$ cat src/inc/iws_consts.svh
`ifndef IWS_CONSTS_SVH
`define IWS_CONSTS_SVH

// interrupt vector and stack step
`define IWS_VECTOR       16'h0010
`define IWS_SP_STEP      8'h02
`define IWS_SP_ONE       8'h01

// request line positions
`define IWS_LINE_PA0     0
`define IWS_LINE_PB0     1
`define IWS_LINE_TMR     2

// edge select fields
`define IWS_EDGE_BOTH    2'h0
`define IWS_EDGE_RISE    2'h1
`define IWS_EDGE_FALL    2'h2
`define IWS_ES_PA0_LSB   0
`define IWS_ES_PB0_LSB   2
`define IWS_ES_TMR_BIT   4

// timer mode setting fields
`define IWS_TM_SRC_MSB   7
`define IWS_TM_SRC_LSB   5
`define IWS_TM_PRE_MSB   4
`define IWS_TM_PRE_LSB   3
`define IWS_TM_SEL_MSB   2
`define IWS_TM_SEL_LSB   0
`define IWS_SEL_BASE     4'h8
`define IWS_SRC_STOP     3'h0
`define IWS_SRC_CORE     3'h1
`define IWS_SRC_FASTRC   3'h4
`define IWS_SRC_XTAL     3'h5
`define IWS_SRC_SLOWRC   3'h6
`define IWS_SRC_PINA0    3'h7
`define IWS_PRE_1        2'h0
`define IWS_PRE_4        2'h1
`define IWS_PRE_16       2'h2
`define IWS_PRE_64       2'h3
`define IWS_MASK_1       6'h00
`define IWS_MASK_4       6'h03
`define IWS_MASK_16      6'h0F
`define IWS_MASK_64      6'h3F

// watchdog timeouts, slow rc periods minus one
`define IWS_WDT_MODE_2K  2'h0
`define IWS_WDT_MODE_4K  2'h1
`define IWS_WDT_LIM_2K   14'h07FF
`define IWS_WDT_LIM_4K   14'h0FFF
`define IWS_WDT_LIM_16K  14'h3FFF

// wake-up delays minus one
`define IWS_WAKE_NORMAL  10'h3FF
`define IWS_WAKE_FAST    10'h07F

`endif

$ cat src/inc/iws_pkg.sv
package iws_pkg;

	typedef enum logic [7:0] {
		ST_RUN     = 8'h01,
		ST_SAVE_LO = 8'h02,
		ST_SAVE_HI = 8'h04,
		ST_REST_LO = 8'h08,
		ST_REST_HI = 8'h10,
		ST_LSLEEP  = 8'h20,
		ST_DSLEEP  = 8'h40,
		ST_WAKE    = 8'h80
	} iws_fsm_t;

	typedef struct packed {
		logic engint;
		logic disgint;
		logic wdreset;
		logic lightSleep;
		logic deepSleep;
		logic reti;
		logic pushAf;
		logic popAf;
		logic boundary;
	} iws_cmd_t;

	typedef struct packed {
		logic coreTick;
		logic fastRcTick;
		logic slowRcTick;
		logic crystalTick;
		logic fastRcEn;
		logic slowRcEn;
		logic crystalEn;
	} iws_osc_t;

	typedef struct packed {
		logic       memWrite;
		logic       memRead;
		logic [7:0] memAddr;
		logic [7:0] memWData;
	} iws_mem_t;

	typedef struct packed {
		logic        pcLoad;
		logic [15:0] pcValue;
		logic        accLoad;
		logic [7:0]  accValue;
		logic        flagLoad;
		logic [7:0]  flagValue;
	} iws_load_t;

	typedef struct packed {
		logic coreClockOn;
		logic progMemOff;
		logic oscStop;
		logic deviceReset;
		logic coreHalt;
	} iws_power_t;

	typedef struct packed {
		iws_fsm_t    fsm;
		logic        irqCall;
		logic        gie;
		logic [2:0]  intrq;
		logic [7:0]  stackPointer;
		logic [15:0] savedWord;
		logic [7:0]  lowByte;
		logic [2:0]  linePrev;
		logic [15:0] wakePrev;
		logic [5:0]  prescale;
		logic [15:0] timerCount;
		logic [13:0] watchdog;
		logic [9:0]  wakeCount;
		logic        wakeFast;
		iws_mem_t    mem;
		iws_load_t   ld;
		iws_power_t  pwr;
	} iws_regs_t;

endpackage

$ cat src/verilog/iws_control.sv
`include "iws_consts.svh"
`timescale 1ns/1ns
`default_nettype none

module iws_control (
	// clock and reset
	input  wire logic               clock,
	input  wire logic               nrst,
	// core commands and data
	input  wire iws_pkg::iws_cmd_t  cmd,
	input  wire logic [15:0]        pcIn,
	input  wire logic [7:0]         accIn,
	input  wire logic [7:0]         flagIn,
	input  wire logic               spWrite,
	input  wire logic [7:0]         spWriteData,
	// interrupt configuration
	input  wire logic [2:0]         intEnable,
	input  wire logic [7:0]         edgeSelect,
	input  wire logic               reqWrite,
	input  wire logic [2:0]         reqWriteData,
	// timer configuration
	input  wire logic [7:0]         timerModeSetting,
	input  wire logic               timerLoad,
	input  wire logic [15:0]        timerLoadValue,
	// watchdog and wake configuration
	input  wire logic               watchdogEnable,
	input  wire logic [1:0]         watchdogMode,
	input  wire logic               fastWake,
	// oscillators
	input  wire iws_pkg::iws_osc_t  osc,
	// pins
	input  wire logic               portA0,
	input  wire logic               portB0,
	input  wire logic [15:0]        wakePins,
	input  wire logic [15:0]        wakeEnable,
	// stack memory
	input  wire logic [7:0]         memRData,
	output logic                    memWrite,
	output logic                    memRead,
	output logic [7:0]              memAddr,
	output logic [7:0]              memWData,
	// core loads
	output iws_pkg::iws_load_t      coreLoad,
	// status
	output logic [2:0]              intrq,
	output logic                    globalEnable,
	output logic [7:0]              stackPointer,
	output logic [15:0]             timerCount,
	output iws_pkg::iws_power_t     power
);

	iws_pkg::iws_regs_t r;
	iws_pkg::iws_regs_t next_r;

	logic [2:0]       lineNow;
	logic [2:0]       lineEvent;
	logic [2:0][1:0]  lineMode;
	logic [3:0]       selIdx;
	logic             srcTick;
	logic [5:0]       preMask;
	logic             preTick;
	logic [13:0]      wdtLimit;
	logic             wdtTimeout;
	logic             pinToggle;
	logic             pending;

	function automatic iws_pkg::iws_regs_t initRegs();
		iws_pkg::iws_regs_t v;
		v = '0;
		v.fsm = iws_pkg::ST_RUN;
		v.pwr.coreClockOn = 1'b1;
		return v;
	endfunction

	// selected counter bit and edge sources
	assign selIdx = `IWS_SEL_BASE + {1'b0, timerModeSetting[`IWS_TM_SEL_MSB:`IWS_TM_SEL_LSB]};
	assign lineNow = {r.timerCount[selIdx], portB0, portA0};
	assign lineMode[`IWS_LINE_PA0] = edgeSelect[`IWS_ES_PA0_LSB +: 2];
	assign lineMode[`IWS_LINE_PB0] = edgeSelect[`IWS_ES_PB0_LSB +: 2];
	assign lineMode[`IWS_LINE_TMR] = edgeSelect[`IWS_ES_TMR_BIT] ? `IWS_EDGE_FALL
		: `IWS_EDGE_RISE;

	genvar gi;
	generate
		for (gi = 0; gi < 3; gi++) begin : g_edge
			assign lineEvent[gi] =
				(lineNow[gi] & ~r.linePrev[gi] & (lineMode[gi] != `IWS_EDGE_FALL)) |
				(~lineNow[gi] & r.linePrev[gi] & (lineMode[gi] != `IWS_EDGE_RISE));
		end
	endgenerate

	// timer clock source, gated in deep sleep; core clock source also gated in light sleep
	always_comb begin
		unique case (timerModeSetting[`IWS_TM_SRC_MSB:`IWS_TM_SRC_LSB])
			`IWS_SRC_CORE:   srcTick = osc.coreTick & r.pwr.coreClockOn;
			`IWS_SRC_FASTRC: srcTick = osc.fastRcTick & osc.fastRcEn;
			`IWS_SRC_XTAL:   srcTick = osc.crystalTick & osc.crystalEn;
			`IWS_SRC_SLOWRC: srcTick = osc.slowRcTick & osc.slowRcEn;
			`IWS_SRC_PINA0:  srcTick = portA0 & ~r.linePrev[`IWS_LINE_PA0];
			default:         srcTick = 1'b0;
		endcase
		unique case (timerModeSetting[`IWS_TM_PRE_MSB:`IWS_TM_PRE_LSB])
			`IWS_PRE_1:  preMask = `IWS_MASK_1;
			`IWS_PRE_4:  preMask = `IWS_MASK_4;
			`IWS_PRE_16: preMask = `IWS_MASK_16;
			`IWS_PRE_64: preMask = `IWS_MASK_64;
		endcase
		unique case (watchdogMode)
			`IWS_WDT_MODE_2K: wdtLimit = `IWS_WDT_LIM_2K;
			`IWS_WDT_MODE_4K: wdtLimit = `IWS_WDT_LIM_4K;
			default:          wdtLimit = `IWS_WDT_LIM_16K;
		endcase
	end

	assign preTick = srcTick & ~r.pwr.oscStop & ((r.prescale & preMask) == preMask);
	assign wdtTimeout = watchdogEnable & ~cmd.wdreset & osc.slowRcTick & ~r.pwr.oscStop
		& (r.watchdog == wdtLimit);
	assign pinToggle = |((wakePins ^ r.wakePrev) & wakeEnable);
	assign pending = r.gie & |(r.intrq & intEnable);

	always_comb begin
		next_r = r;
		next_r.ld.pcLoad = 1'b0;
		next_r.ld.accLoad = 1'b0;
		next_r.ld.flagLoad = 1'b0;
		next_r.pwr.deviceReset = 1'b0;
		next_r.linePrev = lineNow;
		next_r.wakePrev = wakePins;

		// request flags: set wins over a clearing write
		next_r.intrq = (reqWrite ? (r.intrq & reqWriteData) : r.intrq) | lineEvent;

		// timer
		if (srcTick & ~r.pwr.oscStop) begin
			next_r.prescale = r.prescale + 6'h01;
		end
		if (timerLoad) begin
			next_r.timerCount = timerLoadValue;
		end else if (preTick) begin
			next_r.timerCount = r.timerCount + 16'h0001;
		end

		// watchdog
		if (cmd.wdreset || !watchdogEnable) begin
			next_r.watchdog = '0;
		end else if (osc.slowRcTick && !r.pwr.oscStop) begin
			next_r.watchdog = r.watchdog + 14'h0001;
		end

		if (spWrite) begin
			next_r.stackPointer = spWriteData;
		end

		unique case (r.fsm)
			iws_pkg::ST_RUN: begin
				if (cmd.engint) begin
					next_r.gie = 1'b1;
				end else if (cmd.disgint) begin
					next_r.gie = 1'b0;
				end
				if (pending && cmd.boundary) begin
					next_r.irqCall = 1'b1;
					next_r.savedWord = pcIn;
					next_r.mem.memWrite = 1'b1;
					next_r.mem.memAddr = r.stackPointer;
					next_r.mem.memWData = pcIn[7:0];
					next_r.pwr.coreHalt = 1'b1;
					next_r.fsm = iws_pkg::ST_SAVE_LO;
				end else if (cmd.reti || cmd.popAf) begin
					next_r.irqCall = cmd.reti;
					next_r.mem.memRead = 1'b1;
					next_r.mem.memAddr = r.stackPointer - `IWS_SP_STEP;
					next_r.pwr.coreHalt = 1'b1;
					next_r.fsm = iws_pkg::ST_REST_LO;
				end else if (cmd.pushAf) begin
					next_r.irqCall = 1'b0;
					next_r.savedWord = {flagIn, accIn};
					next_r.mem.memWrite = 1'b1;
					next_r.mem.memAddr = r.stackPointer;
					next_r.mem.memWData = accIn;
					next_r.pwr.coreHalt = 1'b1;
					next_r.fsm = iws_pkg::ST_SAVE_LO;
				end else if (cmd.lightSleep || cmd.deepSleep) begin
					next_r.pwr.coreClockOn = 1'b0;
					next_r.pwr.progMemOff = 1'b1;
					next_r.pwr.oscStop = cmd.deepSleep;
					next_r.pwr.coreHalt = 1'b1;
					next_r.wakeFast = cmd.lightSleep & fastWake & ~osc.crystalEn;
					next_r.fsm = cmd.deepSleep ? iws_pkg::ST_DSLEEP : iws_pkg::ST_LSLEEP;
				end
			end
			iws_pkg::ST_SAVE_LO: begin
				next_r.mem.memAddr = r.stackPointer + `IWS_SP_ONE;
				next_r.mem.memWData = r.savedWord[15:8];
				next_r.fsm = iws_pkg::ST_SAVE_HI;
			end
			iws_pkg::ST_SAVE_HI: begin
				next_r.mem.memWrite = 1'b0;
				next_r.stackPointer = r.stackPointer + `IWS_SP_STEP;
				if (r.irqCall) begin
					next_r.gie = 1'b0;
					next_r.ld.pcLoad = 1'b1;
					next_r.ld.pcValue = `IWS_VECTOR;
				end
				next_r.pwr.coreHalt = 1'b0;
				next_r.fsm = iws_pkg::ST_RUN;
			end
			iws_pkg::ST_REST_LO: begin
				next_r.lowByte = memRData;
				next_r.mem.memAddr = r.stackPointer - `IWS_SP_ONE;
				next_r.fsm = iws_pkg::ST_REST_HI;
			end
			iws_pkg::ST_REST_HI: begin
				next_r.mem.memRead = 1'b0;
				next_r.stackPointer = r.stackPointer - `IWS_SP_STEP;
				if (r.irqCall) begin
					next_r.gie = 1'b1;
					next_r.ld.pcLoad = 1'b1;
					next_r.ld.pcValue = {memRData, r.lowByte};
				end else begin
					next_r.ld.accLoad = 1'b1;
					next_r.ld.accValue = r.lowByte;
					next_r.ld.flagLoad = 1'b1;
					next_r.ld.flagValue = memRData;
				end
				next_r.pwr.coreHalt = 1'b0;
				next_r.fsm = iws_pkg::ST_RUN;
			end
			iws_pkg::ST_LSLEEP: begin
				if (pinToggle || lineEvent[`IWS_LINE_TMR]) begin
					next_r.wakeCount = '0;
					next_r.fsm = iws_pkg::ST_WAKE;
				end
			end
			iws_pkg::ST_DSLEEP: begin
				if (pinToggle) begin
					next_r.pwr.oscStop = 1'b0;
					next_r.wakeCount = '0;
					next_r.fsm = iws_pkg::ST_WAKE;
				end
			end
			iws_pkg::ST_WAKE: begin
				if (r.wakeFast ? osc.coreTick : osc.slowRcTick) begin
					if (r.wakeCount == (r.wakeFast ? `IWS_WAKE_FAST : `IWS_WAKE_NORMAL)) begin
						next_r.pwr.coreClockOn = 1'b1;
						next_r.pwr.progMemOff = 1'b0;
						next_r.pwr.coreHalt = 1'b0;
						next_r.fsm = iws_pkg::ST_RUN;
					end else begin
						next_r.wakeCount = r.wakeCount + 10'h001;
					end
				end
			end
		endcase

		if (wdtTimeout) begin
			next_r = initRegs();
			next_r.pwr.deviceReset = 1'b1;
		end
	end

	always_ff @(posedge clock or negedge nrst) begin
		if (!nrst) begin
			r <= initRegs();
		end else begin
			r <= next_r;
		end
	end

	// outputs
	assign memWrite = r.mem.memWrite;
	assign memRead = r.mem.memRead;
	assign memAddr = r.mem.memAddr;
	assign memWData = r.mem.memWData;
	assign coreLoad = r.ld;
	assign intrq = r.intrq;
	assign globalEnable = r.gie;
	assign stackPointer = r.stackPointer;
	assign timerCount = r.timerCount;
	assign power = r.pwr;

endmodule

`default_nettype wire

$ cat config.mk
export PLATFORM = sky130hd
export DESIGN_NAME = iws_control
export DESIGN_NICKNAME = d
export VERILOG_FILES = /design/src/inc/iws_pkg.sv /design/src/verilog/iws_control.sv
export VERILOG_INCLUDE_DIRS = /design/src /design/src/inc
export SDC_FILE = /design/constraint.sdc
export NUM_CORES = 1
export LEC_CHECK = 0
export BUFFER_PORTS_ARGS = -buffer_cell sky130_fd_sc_hd__buf_2
export CAP_MARGIN = 0
export CORE_ASPECT_RATIO = 0.9
export CORE_MARGIN = 3
export CORE_UTILIZATION = 50
export CTS_BUF_LIST = sky130_fd_sc_hd__clkbuf_4
export CTS_CLUSTER_DIAMETER = 120
export CTS_CLUSTER_SIZE = 10
export DETAILED_ROUTE_END_ITERATION = 10
export PLACE_DENSITY = 0.73
export REMOVE_ABC_BUFFERS = 1
export SETUP_SLACK_MARGIN = 0.5
export SKIP_LAST_GASP = 1
export SLEW_MARGIN = 10
export SYNTH_ARGS = -nofsm -noshare
export SYNTH_HDL_FRONTEND = slang
export SYNTH_SLANG_ARGS = --single-unit
$ cat constraint.sdc
create_clock -name clock -period 6.1 [get_ports clock]
set_input_delay 0 -clock clock [delete_from_list [all_inputs] [get_ports clock]]
set_output_delay 0 -clock clock [all_outputs]
set_load 0.005 [all_outputs]
# After elaboration in Yosys (flattened, before gate mapping)
# Cells that the tools add are included.
# classes
add_sub_neg	9
order_cmp	1
n_eq_ne	48
muxes	82
bitwise	43
n_reduce_logical	48
# ops
cell	count
2-to-1 mux 169 bit	1
2-to-1 mux 16 bit	8
2-to-1 mux 8 bit	10
one-hot mux 8 bit (7 select lines)	1
2-to-1 mux 10 bit	5
inequality test 3 bit, second input constant	13
2-to-1 mux 18 bit	2
2-to-1 mux 17 bit	2
one-hot mux 17 bit (2 select lines)	1
one-hot mux 8 bit (2 select lines)	2
one-hot mux 10 bit (3 select lines)	1
2-to-1 mux 14 bit	2
one-hot mux 14 bit (2 select lines)	1
nonzero test 3 bit	9
bitwise AND 1 bit	25
one-hot mux 6 bit (4 select lines)	1
one-hot mux 8 bit (3 select lines)	1
nonzero test 4 bit	6
2-to-1 mux 1 bit	23
2-to-1 mux 9 bit	2
adder 16 x 1 -> 16 bit, second input constant	1
bitwise AND 16 bit	1
OR reduction 16 bit	1
bitwise XOR 16 bit	1
other kinds (56)	111
# totals
register_bits	169

# Logic depth before layout (Yosys ltp)
# depth
depth_word	11
ltp_mapped	13
depth_no_buf	11

# Worst setup path after synthesis
# Ideal clock, no wire load.
# synth_path
path_type	register to register
from	register r[161] in the netlist's numbering
to	register r, in the netlist memAddr[7]
setup_ps	130
arrival_time_ps	2936
slack_ps	3034
path_stages_with_launch	13
path_buffers	1
synth_period_minus_slack_ps	3066
cell_sequence	dfstp_2 nor4_4 and2_1 nand3b_1 clkbuf_1 clkinv_1 ha_1 a21o_1 a21oi_1 o21ai_0 o41ai_1 xnor2_1 a21oi_1
# synth_between
elab_chain_len	3
# synth_lines
element	line_no	rtl
start: declaration	iws_control.sv:52	iws_pkg::iws_regs_t r;
start signal: assignment	iws_control.sv:264	r <= initRegs();
start signal: assignment	iws_control.sv:266	r <= next_r;
equality test 8 x 1 -> 1 bit (tied with other cells)	iws_control.sv:154	unique case (r.fsm)
inequality test 5 bit (no line) (tied with other cells)	-	
AND reduction 2 bit (no line) or 2-to-1 mux 169 bit (tied branches)	-	
# Parallel ways exist; a longest one is shown, timed or not.
# A chain may end at the register's enable or synchronous reset.

# Worst setup path after layout
# layout_path
from	register r[167] in the netlist's numbering
to	register r, in the netlist memAddr[7]
# Same word-level chain as after synthesis.

==> results.sh <==
export IMPL_outcome="finished clean"
export IMPL_drt_first_pass_iters=7
export IMPL_grt_pass1_wl_um=41200
export IMPL_r2r_cells=11
export IMPL_worst_path_max_delay_cell="sky130_fd_sc_hd__dfrtp_1"
export IMPL_synth_top_cell_area_share_pct=42.3
export IMPL_yosys_area_top_type="sky130_fd_sc_hd__dfrtp_1"
export IMPL_drv_max_cap_violation_count=0
export IMPL_setup_viol=0
export IMPL_cts_reportedPaths_clkPinSlew_ns=0.15
export IMPL_cts_post_setup_buffers_inserted=0
export IMPL_dp_final_hpwl_um=16400
export IMPL_cp_start_kind="flip-flop"
export IMPL_slew_viol_final=0
export IMPL_register_area_um2=4010
export IMPL_route_vias_total=8416
export IMPL_min_delay_path_depth=4
export IMPL_antenna_found_initial=1
export IMPL_comb_power_share_pct=41.4
export IMPL_die_area_um2=20400
export IMPL_clock_latency_ns=0.57
export IMPL_nFillCells=1482
export IMPL_design_final_nets=1393
export IMPL_r2r_setup_slack_ns=2.37
export IMPL_post_synth_num_cell_types=82
export IMPL_globalRoute_totalOverflow=0
export IMPL_hold_class="in -> reg"
export IMPL_synth_edf_count=0
export IMPL_async_reset_ff_share_pct=100
export IMPL_dominantRegCellSynth="sky130_fd_sc_hd__dfrtp_1"
export IMPL_tritoncts="built"
export IMPL_fin_ws_ns=2.37
export IMPL_clock_skew_ns=0.0270
export IMPL_cp_data_required_time_ns=6.54
export IMPL_yosysWarningCount=0
export IMPL_critical_path_max_stage_delay_ns=0.52
export IMPL_critPathMostFrequentCell="sky130_fd_sc_hd__a21oi_1"
export IMPL_route_final_wire_length_um=25400
export IMPL_grt_pass1_vias=8210
export IMPL_global_route_usage_total_pct=25.1
export IMPL_internal_power_mw=2.44
export IMPL_worst_path_buf_inv=1
export IMPL_crit_reg2reg_launch="r[167]"
export IMPL_detail_route_vias_per_cell=5.65
export IMPL_hold_startpoint="cmd[6]"
export IMPL_multi_input_area_um2=4420
export IMPL_cp_top_family="simple AND/OR/NAND/NOR gates"
export IMPL_pin_count=231
export IMPL_clock_tree_root_cell="sky130_fd_sc_hd__clkbuf_4"
export IMPL_layout_cells_sized_above_1_pct=23.8
export IMPL_post_synth_inst_count=996
export IMPL_ctsResizeCount=0
export IMPL_timing_final_hold_violations=0
export IMPL_worstSetupPathType="reg -> reg"
export IMPL_synth_top_cells_by_area="sky130_fd_sc_hd__dfrtp_1 (42%), sky130_fd_sc_hd__buf_4 (6.7%), sky130_fd_sc_hd__a21oi_1 (4.0%)"
export IMPL_syn2layout_area_growth_pct=23.0
export IMPL_period_minus_slack_ns=3.73
export IMPL_vdd_drop_max_mv=0.162
export IMPL_power_sequential_fraction_pct=41.5
export IMPL_cts_buffers_inserted=17
export IMPL_drt_initial_drc_count=548
export IMPL_max_clock_path_buffers=2
export IMPL_ff_latch_count_synth=160
export IMPL_cp_end_kind="flip-flop"
export IMPL_cellLeakagePower_nw=5.25
export IMPL_total_drc_errors_in_the_routed_layout=0
export IMPL_fin_tns_setup_ns=0
export IMPL_fp_dieH_um=136
export IMPL_std_cell_rows=46
export IMPL_htreeDepth=4
export IMPL_dieWidth_um=150
export IMPL_drtAntennaViolNets=0
export IMPL_largest_net_degree_at_the_start_of_global_routing=89
export IMPL_cp_max_fo=15
export IMPL_synthesis_area_um2=9340
export IMPL_final_period_utilization_pct=61.2
export IMPL_unrepaired_setup_endpoints_after_global_routing="no"
export IMPL_synth_sequential_area_ratio_pct=42.9
export IMPL_place_congestion=0.909
export IMPL_post_cts_hold_buffer_count=118
export IMPL_numPlacedInstances=1338
export IMPL_timing_critical_path_arrival_ns=4.17
export IMPL_power_share_switching_pct=39.2
export IMPL_switching_power_of_the_nets_mw=1.58
export IMPL_design_core_area_um2=18000
export IMPL_worstPathCellList="nor4_4 -> and2_1 -> nand3b_1 -> clkinv_1 -> ha_1 -> a21o_1 -> a21oi_1 -> o21ai_0 -> o41ai_1 -> xnor2_1 -> a21oi_1"
export IMPL_numClockSinks=160
export IMPL_synth_area_per_cell_um2=9.38
export IMPL_buffer_ports_inserted=227
export IMPL_capture_point_of_the_worst_reg_to_reg_path="memAddr[7]"
export IMPL_timing_fmax_mhz=268
export IMPL_timing_worst_slew_pin_value_ns=1.17
export IMPL_max_slew_margin_pct=21.7
export IMPL_min_to="power[1]"
export IMPL_top_library_cells_by_usage_in_the_layout_fill_and_taps_aside="sky130_fd_sc_hd__buf_2 (226), sky130_fd_sc_hd__dfrtp_1 (158), sky130_fd_sc_hd__dlygate4sd3_1 (118)"
export IMPL_route_detailed_wl_per_inst_um=17.1
export IMPL_initial_cell_density_of_the_core_pct=52.0
export IMPL_dpl_worst_slack_ns=2.48
export IMPL_leading_cell_type_in_the_layout_fill_and_taps_excluded="sky130_fd_sc_hd__buf_2"
export IMPL_crit_path_start="r[167]"
export IMPL_clock_power_share_pct=17.1
export IMPL_p_per_cell_area_nw_per_um2=350
export IMPL_layout_cells_non_filler=1489
## how the worst max path moves through the flow
| stage | endpoint | slack, ns | cells after the start |
|---|---|---|---|
| 6_report | memAddr[7] | 2.37 | 11 |
| 5_1_grt | memAddr[7] | 2.06 | 11 |
| 4_1_cts | memAddr[7] | 2.40 | 11 |
| 3_5_place_dp | memAddr[7] | 2.48 | 11 |
| 3_3_place_gp | memAddr[7] | 2.50 | 11 |
| 2_1_floorplan | memWData[0] | 2.70 | 6 |
## worst min-delay path, cell delays in order
cell and delay (ns):
sky130_fd_sc_hd__buf_2 0.08, sky130_fd_sc_hd__nor2b_1 0.07, sky130_fd_sc_hd__o2111ai_2 0.08, sky130_fd_sc_hd__inv_2 0.22
## power groups by stage
stage,sequential [mW],clock (mW),combinational [mW]
floorplan,1.63,0,0.990
global placement,1.67,0,1.49
detailed placement,1.68,0,1.52
CTS,1.66,0.703,1.65
global route,1.71,0.752,1.85
finish,1.67,0.688,1.66
## Yosys cell counts, types with 4 or more instances
library cell,n
sky130_fd_sc_hd__a211oi_1,16
sky130_fd_sc_hd__a211oi_2,6
sky130_fd_sc_hd__a21o_1,5
sky130_fd_sc_hd__a21oi_1,74
sky130_fd_sc_hd__a22o_1,33
sky130_fd_sc_hd__a22oi_1,11
sky130_fd_sc_hd__a31oi_1,17
sky130_fd_sc_hd__and2_1,19
sky130_fd_sc_hd__and3_1,14
sky130_fd_sc_hd__buf_2,15
sky130_fd_sc_hd__buf_4,83
sky130_fd_sc_hd__clkbuf_1,30
sky130_fd_sc_hd__dfrtp_1,158
sky130_fd_sc_hd__ha_1,12
sky130_fd_sc_hd__inv_1,18
sky130_fd_sc_hd__mux2i_1,24
sky130_fd_sc_hd__nand2_1,90
sky130_fd_sc_hd__nand2b_1,6
sky130_fd_sc_hd__nand3_1,22
sky130_fd_sc_hd__nand3b_1,5
sky130_fd_sc_hd__nand4_1,9
sky130_fd_sc_hd__nand4b_1,4
sky130_fd_sc_hd__nor2_1,76
sky130_fd_sc_hd__nor2b_1,6
sky130_fd_sc_hd__nor3_1,26
sky130_fd_sc_hd__nor4_1,4
sky130_fd_sc_hd__o211ai_1,5
sky130_fd_sc_hd__o21ai_0,61
sky130_fd_sc_hd__or3_1,4
sky130_fd_sc_hd__or4_1,5
sky130_fd_sc_hd__xnor2_1,24
sky130_fd_sc_hd__xor2_1,30
## sequential cells by signal (all words and copies together) (netlist names)
signal and count:
memAddr 8, intrq 3, power 5, memWrite 1, stackPointer 8, memRead 1, memWData 8, globalEnable 1
coreLoad 34, timerCount 16, r 75
## metrics by stage
step | utilization, % | hold WS [ns] | cell area (um2) | power [mW]
floorplan | - | -0.296 | 8490 | 2.62
global placement | 55.7 | 0.130 | 10000 | 3.16
detailed placement | 55.7 | 0.130 | 10000 | 3.20
CTS | 63.9 | 0.000819 | 11500 | 4.02
global route | 64.0 | 0.0206 | 11500 | 4.31
finish | 64.0 | 0.0188 | 11500 | 4.02
## per-layer routing
layer  vias to the layer above  share of wire [%]  track usage [%]
li1                       3979                  -                -
met1                      4063                 43             34.1
met2                       315                 49             40.6
met3                        59                5.8             5.12
met4                         0                2.6             8.18
met5                         -                  0                0
## logic make-up after synthesis
logic type | after synthesis | synth area share (%)
adders and majority gates | 13 | 1.82
and+or+nand+nor | 316 | 17.5
xor gates and xnor gates | 54 | 5.06
buffers and inverters | 153 | 9.86
muxes | 26 | 3.06
DFF | 160 | 42.9
AOI/OAI and AO/OA | 274 | 19.8
## cell type report
cell class | count | area share (%)
antenna | 1 | 0.0218
clock buffer | 18 | 1.18
clock inverter | 14 | 1.46
inverter | 20 | 0.654
multi-input combinational | 683 | 38.4
sequential | 160 | 34.9
tap | 240 | 2.61
timing repair buffer | 353 | 20.8
Note: power is estimated with default switching activity, not from simulation.
